$ cat src/lpt_pkg.sv
// package: constants and types for the low-power state and thermal throttle block
// assumes: one 125 MHz clock; all pins already synchronous to it
`default_nettype none
package lpt_pkg;
  typedef enum logic [4:0] {
    ST_NORMAL = 5'h01,
    ST_HALTED = 5'h02,
    ST_GRANT  = 5'h04,
    ST_SNOOP  = 5'h08,
    ST_SLEEP  = 5'h10
  } lpt_state_e;

  // grant acknowledge sequencing
  typedef enum logic [2:0] {
    AK_IDLE = 3'h1,
    AK_WAIT = 3'h2,
    AK_CNT  = 3'h4
  } lpt_ack_e;

  typedef struct packed {
    logic       autoEn;
    logic       demandEn;
    logic [2:0] demandDuty;
  } lpt_thermctl_s;

  localparam int unsigned CLK_HZ        = 125_000_000;
  localparam int unsigned GRANT_DELAY   = 20;
  localparam int unsigned MAX_PERIOD_US = 3000;
  localparam int unsigned MAX_PERIOD_CY = MAX_PERIOD_US * (CLK_HZ / 1_000_000);
  localparam int unsigned MOD_STEP_CY   = 8192;
  localparam int unsigned HYST_CY       = 65536;
  localparam logic [2:0]  AUTO_DUTY     = 3'h3;

  // wishbone map, byte addresses
  localparam logic [3:0] ADDR_CTRL   = 4'h0;
  localparam logic [3:0] ADDR_STATUS = 4'h4;
  localparam logic [3:0] ADDR_PEND   = 4'h8;
  localparam int unsigned CTRL_DEMAND_BIT = 4;
  localparam int unsigned CTRL_DUTY_LSB   = 1;
  localparam int unsigned CTRL_AUTO_BIT   = 0;
  localparam logic [31:0] CTRL_RESET      = 32'h0000_0001;
endpackage
`default_nettype wire

$ cat src/lpt_event_latch.sv
// one latched wake event: set wins over clear
// assumes: synchronous inputs, clock shared with the top
`default_nettype none
module lpt_event_latch
  import lpt_pkg::*;
(
  // clock and reset
  input  wire logic clk,
  input  wire logic rst_b,
  // event
  input  wire logic setEv,
  input  wire logic clrEv,
  output logic      pendReg
);
  always_ff @(posedge clk) begin
    if (!rst_b) begin
      pendReg <= 1'b0;
    end else if (setEv) begin
      pendReg <= 1'b1;
    end else if (clrEv) begin
      pendReg <= 1'b0;
    end
  end
endmodule
`default_nettype wire

$ cat src/lpt_duty_mod.sv
// clock gate modulator: 8 slots per period, duty in eighths on
// assumes: step length keeps whole period below the longest allowed on or off time
`default_nettype none
module lpt_duty_mod
  import lpt_pkg::*;
#(
  parameter int unsigned STEP_CY = MOD_STEP_CY
) (
  // clock and reset
  input  wire logic       clk,
  input  wire logic       rst_b,
  // control
  input  wire logic       run,
  input  wire logic [2:0] duty,
  output logic            gateOn
);
  logic [$clog2(STEP_CY)-1:0] divReg;
  logic [2:0]                 slotReg;

  always_ff @(posedge clk) begin
    if (!rst_b || !run) begin
      divReg  <= '0;
      slotReg <= 3'h0;
    end else if (divReg == ($clog2(STEP_CY))'(STEP_CY - 1)) begin
      divReg  <= '0;
      slotReg <= slotReg + 3'h1;
    end else begin
      divReg <= divReg + 1'b1;
    end
  end

  // on for duty+1 slots of eight: 12.5% .. 100%
  assign gateOn = !run || (slotReg <= duty);
endmodule
`default_nettype wire

$ cat src/lpt_power_ctrl.sv
// low-power state machine and thermal throttle with wishbone control registers
// assumes: pins synchronous to clk; chipset keeps its sideband rules
//
// Our own choices: the Wishbone slave port and the placing of the registers.
`default_nettype none
module lpt_power_ctrl
  import lpt_pkg::*;
#(
  parameter int unsigned HYST = HYST_CY,
  parameter int unsigned STEP = MOD_STEP_CY
) (
  // clock and reset
  input  wire logic        clk,
  input  wire logic        rst_b,
  // sideband pins, active low except local_interrupt_lines, which are active high
  input  wire logic        stop_clock_request_n,
  input  wire logic        sleep_request_n,
  input  wire logic        bus_init_n,
  input  wire logic        soft_init_n,
  input  wire logic        proc_reset_n,
  input  wire logic [1:0]  local_interrupt_lines,
  // core and bus events
  input  wire logic        haltExec,
  input  wire logic        busIntr,
  input  wire logic        snoopSeen,
  input  wire logic        snoopDone,
  input  wire logic        ackResponse,
  input  wire logic        busInitDone,
  // thermal trip inputs
  input  wire logic        tempHigh,
  input  wire logic        tempCatastrophic,
  // wishbone slave
  input  wire logic        wb_cyc_i,
  input  wire logic        wb_stb_i,
  input  wire logic        wb_we_i,
  input  wire logic [3:0]  wb_adr_i,
  input  wire logic [3:0]  wb_sel_i,
  input  wire logic [31:0] wb_dat_i,
  output logic      [31:0] wb_dat_o,
  output logic             wb_ack_o,
  // outputs
  output logic      [4:0]  lpState,
  output logic             grantAckCycle,
  output logic             coreClkEn,
  output logic             coreInit,
  output logic      [3:0]  wakeService,
  output logic             overtemp_active_n,
  output logic             thermal_shutdown_n
);
  lpt_state_e    stateReg;
  lpt_state_e    stateNext;
  lpt_state_e    stateNew;
  logic          grantFromHaltReg;
  logic          wbWr;
  lpt_state_e    snoopRetReg;
  lpt_ack_e      ackReg;
  logic [4:0]    ackCntReg;
  logic          grantReadyReg;
  lpt_thermctl_s ctlReg;
  logic [31:0]   hystReg;
  logic          throttleReg;
  logic          shutdownReg;
  logic          ackReg_o;
  logic [3:0]    pend;
  logic [3:0]    evIn;
  logic          gateOn;
  logic          stpc;
  logic          slp;
  logic          wake;
  logic          wbHit;

  assign stpc  = !stop_clock_request_n;
  assign slp   = !sleep_request_n;
  assign evIn  = {!soft_init_n, !bus_init_n, local_interrupt_lines};
  assign wake  = !bus_init_n || !soft_init_n || (|local_interrupt_lines) || busIntr;
  assign wbHit = wb_cyc_i && wb_stb_i && !ackReg_o;
  // a write lands on the edge at which the master sees ack high
  assign wbWr  = wb_cyc_i && wb_stb_i && wb_we_i && ackReg_o;

  // grant acknowledge cycle then fixed count to stop-grant
  always_ff @(posedge clk) begin
    if (!rst_b) begin
      ackReg        <= AK_IDLE;
      ackCntReg     <= 5'h00;
      grantReadyReg <= 1'b0;
      grantAckCycle <= 1'b0;
    end else begin
      grantAckCycle <= 1'b0;
      grantReadyReg <= 1'b0;
      case (ackReg)
        AK_IDLE: begin
          if (stpc && !shutdownReg && !grantReadyReg &&
              (stateReg == ST_NORMAL || stateReg == ST_HALTED)) begin
            grantAckCycle <= 1'b1;
            ackReg        <= AK_WAIT;
          end
        end
        AK_WAIT: begin
          if (ackResponse) begin
            ackCntReg <= 5'h01;
            ackReg    <= AK_CNT;
          end
        end
        AK_CNT: begin
          if (ackCntReg == 5'(GRANT_DELAY)) begin
            grantReadyReg <= 1'b1;
            ackReg        <= AK_IDLE;
          end else begin
            ackCntReg <= ackCntReg + 5'h01;
          end
        end
        default: ackReg <= AK_IDLE;
      endcase
    end
  end

  always_comb begin
    stateNext = stateReg;
    case (stateReg)
      ST_NORMAL: begin
        if (grantReadyReg) begin
          stateNext = ST_GRANT;
        end else if (haltExec) begin
          stateNext = ST_HALTED;
        end
      end
      ST_HALTED: begin
        if (grantReadyReg) begin
          stateNext = ST_GRANT;
        end else if (snoopSeen) begin
          stateNext = ST_SNOOP;
        end else if (wake) begin
          stateNext = ST_NORMAL;
        end
      end
      ST_GRANT: begin
        if (slp) begin
          stateNext = ST_SLEEP;
        end else if (snoopSeen) begin
          stateNext = ST_SNOOP;
        end else if (!stpc && bus_init_n) begin
          stateNext = (grantFromHaltReg && pend == 4'h0) ? ST_HALTED : ST_NORMAL;
        end
      end
      ST_SNOOP: begin
        if (snoopDone) begin
          stateNext = snoopRetReg;
        end
      end
      ST_SLEEP: begin
        if (!slp) begin
          stateNext = ST_GRANT;
        end
      end
      default: stateNext = ST_NORMAL;
    endcase
  end

  // processor reset forces normal outside stop-grant, and leaves sleep directly
  always_comb begin
    stateNew = stateNext;
    if (!proc_reset_n && stateReg != ST_GRANT) begin
      stateNew = ST_NORMAL;
    end
  end

  always_ff @(posedge clk) begin
    if (!rst_b) begin
      stateReg    <= ST_NORMAL;
      snoopRetReg <= ST_NORMAL;
    end else begin
      stateReg <= stateNew;
      if (stateReg != ST_SNOOP && stateNew == ST_SNOOP) begin
        snoopRetReg <= stateReg;
      end
    end
  end

  // stop-grant exit returns to halted only when entered from it with nothing pending
  always_ff @(posedge clk) begin
    if (!rst_b) begin
      grantFromHaltReg <= 1'b0;
    end else if (stateReg == ST_HALTED && stateNew == ST_GRANT) begin
      grantFromHaltReg <= 1'b1;
    end else if ((stateReg == ST_NORMAL && stateNew == ST_GRANT) || !proc_reset_n) begin
      grantFromHaltReg <= 1'b0;
    end
  end

  // wake events latched in stop-grant and snoop, one occurrence each, released in normal
  genvar gi;
  generate
    for (gi = 0; gi < 4; gi++) begin : gEv
      lpt_event_latch uLatch (
        .clk     (clk),
        .rst_b   (rst_b),
        .setEv   (evIn[gi] && (stateReg == ST_GRANT || stateReg == ST_SNOOP)),
        .clrEv   (stateReg == ST_NORMAL),
        .pendReg (pend[gi])
      );
    end
  endgenerate

  always_ff @(posedge clk) begin
    if (!rst_b) begin
      wakeService <= 4'h0;
      coreInit    <= 1'b0;
      lpState     <= ST_NORMAL;
    end else begin
      wakeService <= (stateReg == ST_NORMAL) ? pend : 4'h0;
      coreInit    <= !proc_reset_n;
      lpState     <= stateNew;
    end
  end

  // thermal throttle
  always_ff @(posedge clk) begin
    if (!rst_b) begin
      throttleReg <= 1'b0;
      hystReg     <= 32'h0000_0000;
    end else if (tempHigh && ctlReg.autoEn) begin
      throttleReg <= 1'b1;
      hystReg     <= HYST;
    end else if (hystReg != 32'h0000_0000) begin
      hystReg <= hystReg - 32'h0000_0001;
    end else begin
      throttleReg <= 1'b0;
    end
  end

  lpt_duty_mod #(
    .STEP_CY (STEP)
  ) uMod (
    .clk    (clk),
    .rst_b  (rst_b),
    .run    (throttleReg || ctlReg.demandEn),
    .duty   (throttleReg ? AUTO_DUTY : ctlReg.demandDuty),
    .gateOn (gateOn)
  );

  always_ff @(posedge clk) begin
    if (!rst_b) begin
      coreClkEn         <= 1'b1;
      overtemp_active_n <= 1'b1;
    end else begin
      coreClkEn         <= gateOn && !shutdownReg && stateReg == ST_NORMAL;
      overtemp_active_n <= !(throttleReg || ctlReg.demandEn);
    end
  end

  // catastrophic shutdown survives proc_reset_n until cool
  always_ff @(posedge clk) begin
    if (!rst_b) begin
      shutdownReg        <= 1'b0;
      thermal_shutdown_n <= 1'b1;
    end else if (tempCatastrophic) begin
      shutdownReg        <= 1'b1;
      thermal_shutdown_n <= 1'b0;
    end else if (!proc_reset_n) begin
      shutdownReg        <= 1'b0;
      thermal_shutdown_n <= 1'b1;
    end
  end

  // wishbone slave, registered ack after one wait state
  always_ff @(posedge clk) begin
    if (!rst_b) begin
      ctlReg.autoEn     <= CTRL_RESET[CTRL_AUTO_BIT];
      ctlReg.demandEn   <= CTRL_RESET[CTRL_DEMAND_BIT];
      ctlReg.demandDuty <= CTRL_RESET[CTRL_DUTY_LSB +: 3];
    end else if (wbWr && wb_adr_i == ADDR_CTRL && wb_sel_i[0]) begin
      ctlReg.demandEn   <= wb_dat_i[CTRL_DEMAND_BIT];
      ctlReg.demandDuty <= wb_dat_i[CTRL_DUTY_LSB +: 3];
      ctlReg.autoEn     <= wb_dat_i[CTRL_AUTO_BIT];
    end
  end

  always_ff @(posedge clk) begin
    if (!rst_b) begin
      ackReg_o <= 1'b0;
      wb_dat_o <= 32'h0000_0000;
    end else begin
      ackReg_o <= wbHit;
      wb_dat_o <= 32'h0000_0000;
      if (wbHit && !wb_we_i) begin
        case (wb_adr_i)
          ADDR_CTRL:   wb_dat_o <= {27'h0, ctlReg.demandEn, ctlReg.demandDuty, ctlReg.autoEn};
          ADDR_STATUS: wb_dat_o <= {24'h0, shutdownReg, throttleReg, 1'b0, stateReg};
          ADDR_PEND:   wb_dat_o <= {28'h0, pend};
          default:     wb_dat_o <= 32'h0000_0000;
        endcase
      end
    end
  end
  assign wb_ack_o = ackReg_o;
endmodule
`default_nettype wire

$ cat config.mk
export PLATFORM = sky130hd
export DESIGN_NAME = lpt_power_ctrl
export DESIGN_NICKNAME = d
export VERILOG_FILES = /design/src/lpt_pkg.sv /design/src/lpt_event_latch.sv /design/src/lpt_duty_mod.sv /design/src/lpt_power_ctrl.sv
export SDC_FILE = /design/constraint.sdc
export NUM_CORES = 1
export LEC_CHECK = 0
export ABC_AREA = 0
export BUFFER_PORTS_ARGS = -buffer_cell sky130_fd_sc_hd__buf_4
export CAP_MARGIN = 10
export CELL_PAD_IN_SITES_DETAIL_PLACEMENT = 0
export CELL_PAD_IN_SITES_GLOBAL_PLACEMENT = 1
export CORE_ASPECT_RATIO = 1.5
export CORE_UTILIZATION = 41
export DETAILED_ROUTE_END_ITERATION = 7
export HOLD_SLACK_MARGIN = 0.08
export PLACE_DENSITY = 0.91
export SYNTH_ARGS = -nofsm -noshare
export SYNTH_HDL_FRONTEND = slang
export SYNTH_HIERARCHICAL = 1
export SYNTH_SLANG_ARGS = --single-unit
export TNS_END_PERCENT = 30
$ cat constraint.sdc
create_clock -name clk -period 3.21 [get_ports clk]
set_input_delay 0.321 -clock clk [delete_from_list [all_inputs] [get_ports clk]]
set_output_delay 0.321 -clock clk [all_outputs]
set_load 0.02 [all_outputs]
Word level (Yosys, flattened, before mapping)
Index checks and enable logic that the tools add are counted.
{"block": "totals", "reg_bits": 121, "inputBits": 60, "word_cells": 155}
{"block": "op_classes", "add_sub_neg": 4, "magnitude_cmp": 1, "eq_ne": 22, "mux": 39, "bitwise": 1, "reduce_logical": 61}
{"operator": "5-bit 2-to-1 mux", "count": 13}
{"operator": "17-bit 2-to-1 mux", "count": 2}
{"operator": "32-bit nonzero test", "count": 1}
{"operator": "32-bit by 1-bit subtractor with 32-bit output, second input constant", "count": 1}
{"operator": "5-bit one-hot mux with 5 select lines", "count": 1}
{"operator": "8-bit one-hot mux with 3 select lines", "count": 1}
{"operator": "1-bit logical AND", "count": 23}
{"operator": "1-bit 2-to-1 mux", "count": 15}
{"operator": "2-bit nonzero test", "count": 7}
{"operator": "13-bit by 1-bit adder with 13-bit output, second input constant", "count": 1}
{"operator": "13-bit == test, second input constant", "count": 1}
{"operator": "3-bit 2-to-1 mux", "count": 4}
{"operator": "5-bit by 3-bit == test with 1-bit output, second input constant", "count": 2}
{"operator": "5-bit by 4-bit == test with 1-bit output, second input constant", "count": 2}
{"operator": "5-bit == test, second input constant", "count": 2}
{"operator": "1-bit logical NOT", "count": 10}
{"operator": "2-bit != test, second input constant", "count": 5}
{"operator": "5-bit one-hot mux with 2 select lines", "count": 1}
{"operator": "1-bit logical OR", "count": 9}
{"operator": "3-bit one-hot mux with 3 select lines", "count": 1}
{"operator": "4-bit logical NOT", "count": 2}
{"operator": "2-bit AND reduction", "count": 4}
{"operator": "3-bit AND reduction", "count": 2}
{"operator": "2-bit OR reduction", "count": 3}
{"operator": "other kinds (15)", "count": 15}

Logic depth before layout (Yosys ltp)
{"block": "depth", "ltp_word": 14, "ltp_mapped": 9, "mapped_depth_nobuf": 8}

By module
Netlist, hierarchy kept.
{"mod": "lpt_power_ctrl", "instances": 1, "cells_each": 457, "area_each_um2": 3887.5, "seq_area_each_um2": 1521.5}
{"mod": "lpt_duty_mod", "instances": 1, "cells_each": 93, "area_each_um2": 859.6, "seq_area_each_um2": 320.3}
{"mod": "lpt_event_latch", "instances": 4, "cells_each": 3, "area_each_um2": 41.3, "seq_area_each_um2": 20.0}

Least setup slack after synthesis
No wires, ideal clock.
{"block": "synth_path", "kind": "reg2reg", "startpoint": "register, netlist name lpState[1]", "endpoint": "register lpState[1]", "setup_time_ns": 0.075, "arrival_time_ns": 2.347, "required_time_ns": 3.135, "path_slack_ns": 0.788, "path_stages_with_launch": 6, "path_buffers": 1, "synth_period_minus_slack_ns": 2.422, "path_cell_list": "dfxtp_1 -> buf_1 -> nor4b_2 -> a22oi_1 -> or2_2 -> a31oi_1"}
{"item": "end signal, assigned", "line_no": "lpt_power_ctrl.sv:212", "source": "lpState <= stateNew;"}
{"item": "end, declared", "line_no": "lpt_power_ctrl.sv:42", "source": "output logic [4:0] lpState,"}

Worst setup path after layout
{"block": "layout_path", "startpoint": "register hystReg[20]", "endpoint": "register hystReg[15]"}
{"block": "layout_between", "elab_chain_len": 1}
{"item": "start, declared", "line_no": "lpt_power_ctrl.sv:60", "source": "logic [31:0] hystReg;"}
{"item": "start signal, assigned", "line_no": "lpt_power_ctrl.sv:225", "source": "hystReg <= hystReg - 32'h0000_0001;"}
{"item": "32-bit nonzero test", "line_no": "lpt_power_ctrl.sv:224", "source": "end else if (hystReg != 32'h0000_0000) begin"}
Every way passes these cells.
A chain may end at the register's enable or synchronous reset.

==> flow_metrics.env <==
export IMPL_post_place_cells=740
export IMPL_vias=4166
export IMPL_grt_pass1_wl_um=18000
export IMPL_diodes=0
export IMPL_start_util=0.424
export IMPL_worstSkewPairLatency_ns=0.34
export IMPL_ant_nets=0
export IMPL_hold_class="in -> reg"
export IMPL_skew_ns=0.00632
export IMPL_period_share=0.806
export IMPL_grt_use_total=0.179
export IMPL_first_pass_iters=4
export IMPL_yosysMostFrequentCell="dfxtp_1"
export IMPL_clockBufferDepth=2
export IMPL_crit_fanout=13
export IMPL_arrival_ns=2.76
export IMPL_yosysSeqAreaShare=0.391
export IMPL_cts_setup_buffers=0
export IMPL_yosysTopAreaCell="dfxtp_1"
export IMPL_wl_per_cell_um=14.4
export IMPL_postSynthAreaPerCell_um2=8.74
export IMPL_slew_headroom=0.300
export IMPL_synth_cell_types=68
export IMPL_antenna_found_initial=0
export IMPL_yosys_warnings=6
export IMPL_die_w_um=91.4
export IMPL_finalMaxSlewViolations=0
export IMPL_cp_end_kind="register"
export IMPL_wl_met1_um=4300
export IMPL_fin_crit_ns=2.59
export IMPL_status="complete, no violations"
export IMPL_die_h_um=136
export IMPL_clock_sinks=96
export IMPL_routed_wl_um=10900
export IMPL_cts_tree="yes"
export IMPL_synthFlopType="dfxtp_1"
export IMPL_crit_type="reg -> reg"
export IMPL_finalNonFillerCells=756
export IMPL_drive_gt1_frac=0.162
export IMPL_grt_ovfl_total=0
export IMPL_fmax_mhz=386
export IMPL_clk_pin_slew_ns=0.06
export IMPL_gp_congestion=0.925
export IMPL_dp_hpwl_um=7870
export IMPL_netlist_top_cells_area="dfxtp_1 39%, buf_4 4.3%, a21oi_1 4.1%"
export IMPL_syn_cell_area_um2=4910
export IMPL_cts_buffers_inserted=9
export IMPL_leakage_nw=2.21
export IMPL_syn2layout_area_growth_pct=14.0
export IMPL_grt_pass1_vias=4024
export IMPL_topRoutingLayerUsed="met4"
export IMPL_grt_max_degree=32
export IMPL_irDropWorstVdd_uv=430
export IMPL_maxCapViolCount=0
export IMPL_setup_viol=0
export IMPL_synth_cells=562
export IMPL_synth_top_cells_by_count="96 x dfxtp_1, 50 x nor2_1, 40 x a21oi_1"
export IMPL_rsz0062_at_grt="false"
export IMPL_async_flop_share=0
export IMPL_io_pins=107
export IMPL_drc=0
export IMPL_cp_required_ns=3.38
export IMPL_holdBufCountCts=0
export IMPL_synth_edf_count=0
export IMPL_vias_per_cell=5.51
export IMPL_final_nets=669
export IMPL_ys_ff_latch=96
export IMPL_tightest_slew_ns=1.05
export IMPL_fin_util=0.483
export IMPL_drtIter0Drc=172
export IMPL_num_rows=48
export IMPL_die_area_um2=12400
export IMPL_post_cts_resized=0
export IMPL_routed_wl_met3_um=361
export IMPL_worstSetupStartpointType="register"
export IMPL_cts_htree_levels=3
export IMPL_powerDensity_nw_per_um2=818
export IMPL_tns_ns=0
export IMPL_core_area_um2=11600
export IMPL_synth_top_cell_area_share=0.391
export IMPL_hold_viol_final=0
export IMPL_portBuffers=50
export IMPL_wl_met2_um=5990
export IMPL_root_buffer="clkbuf_16"
sequential cells by signal, indices dropped and copies added, names as in the netlist, 4 cells and up:
| register | count |
|---|---|
| wakeService | 4 |
| ctlReg | 5 |
| gEv.uLatch/pendReg | 4 |
| uMod/divReg | 13 |
| snoopRetReg | 5 |
| wb_dat_o | 7 |
| hystReg | 32 |
| lpState | 5 |
| ackCntReg | 5 |
logic make-up (layout without fill, tap and decap cells):
family,count (synthesis),after routing,share of synthesized area
buffers and inverters,66,86,0.0769
XOR/XNOR,18,18,0.0321
AND/OR/NAND/NOR,244,244,0.298
multiplexers,12,12,0.0255
AO/OA/AOI/OAI,117,117,0.155
other,1,25,0.000763
adder cells (fa/ha/maj),8,8,0.0204
flip-flops,96,96,0.391
power by group:
| part | internal (mW) | switching [mW] | total, mW |
|---|---|---|---|
| combinational | 0.760 | 1.18 | 1.94 |
| sequential | 1.34 | 0.152 | 1.49 |
| clock | 0.702 | 0.445 | 1.15 |
final timing paths:
path | from | to | slack [ns] | cells past startpoint
setup / recovery | hystReg[20] | hystReg[15] | 0.62 | 6
setup reg to reg | hystReg[20] | hystReg[15] | 0.62 | 6
hold / removal | tempCatastrophic | thermal_shutdown_n | 0.19 | 2
hold reg to reg | snoopRetReg[3] | snoopRetReg[3] | 0.43 | 2
critical path, stage by stage, from the launching register on:
cell and delay (ns):
dfxtp_1 0.36, or4_1 0.63, nor4_4 0.48, and4_1 0.50
buf_4 0.26, or4_1 0.13, a21oi_1 0.06
per-stage QoR:
| step | hold slack [ns] | total power [mW] | worst slack (ns) | instance area [um2] |
|---|---|---|---|---|
| 2_1_floorplan | 0.393 | 3.06 | 0.788 | 5000 |
| 3_3_place_gp | 0.418 | 3.37 | 0.690 | 5280 |
| 3_5_place_dp | 0.426 | 3.44 | 0.639 | 5280 |
| 4_1_cts | 0.186 | 4.60 | 0.614 | 5600 |
| 5_1_grt | 0.187 | 4.89 | 0.513 | 5600 |
| 6_report | 0.194 | 4.58 | 0.622 | 5600 |
layout make-up:
type,count,area (um2)
Fill cell,1085,5990
Multi-Input combinational cell,424,2700
Inverter,16,60.1
Tap cell,150,188
Timing Repair Buffer,54,405
Clock buffer,11,243
Sequential cell,96,1920
Clock inverter,5,80.1
routing by layer:
metal  up-vias  GRT usage
met5         -          0
met1      1980      0.186
met2        85      0.352
li1       2081          -
met4         0     0.0714
met3        20     0.0308
placed cells by master, fill, tap and decap left out, types with 15 or more instances in the layout:
cell type,Yosys,final
dfxtp_1,96,96
buf_4,28,54
nor2_1,50,50
a21oi_1,40,40
nand2_1,27,27
or3_1,25,25
o21ai_0,25,25
conb_1,1,25
inv_1,16,16
nand3_1,16,16
nor3_1,15,15
Note: power is estimated with default switching activity, not from simulation.
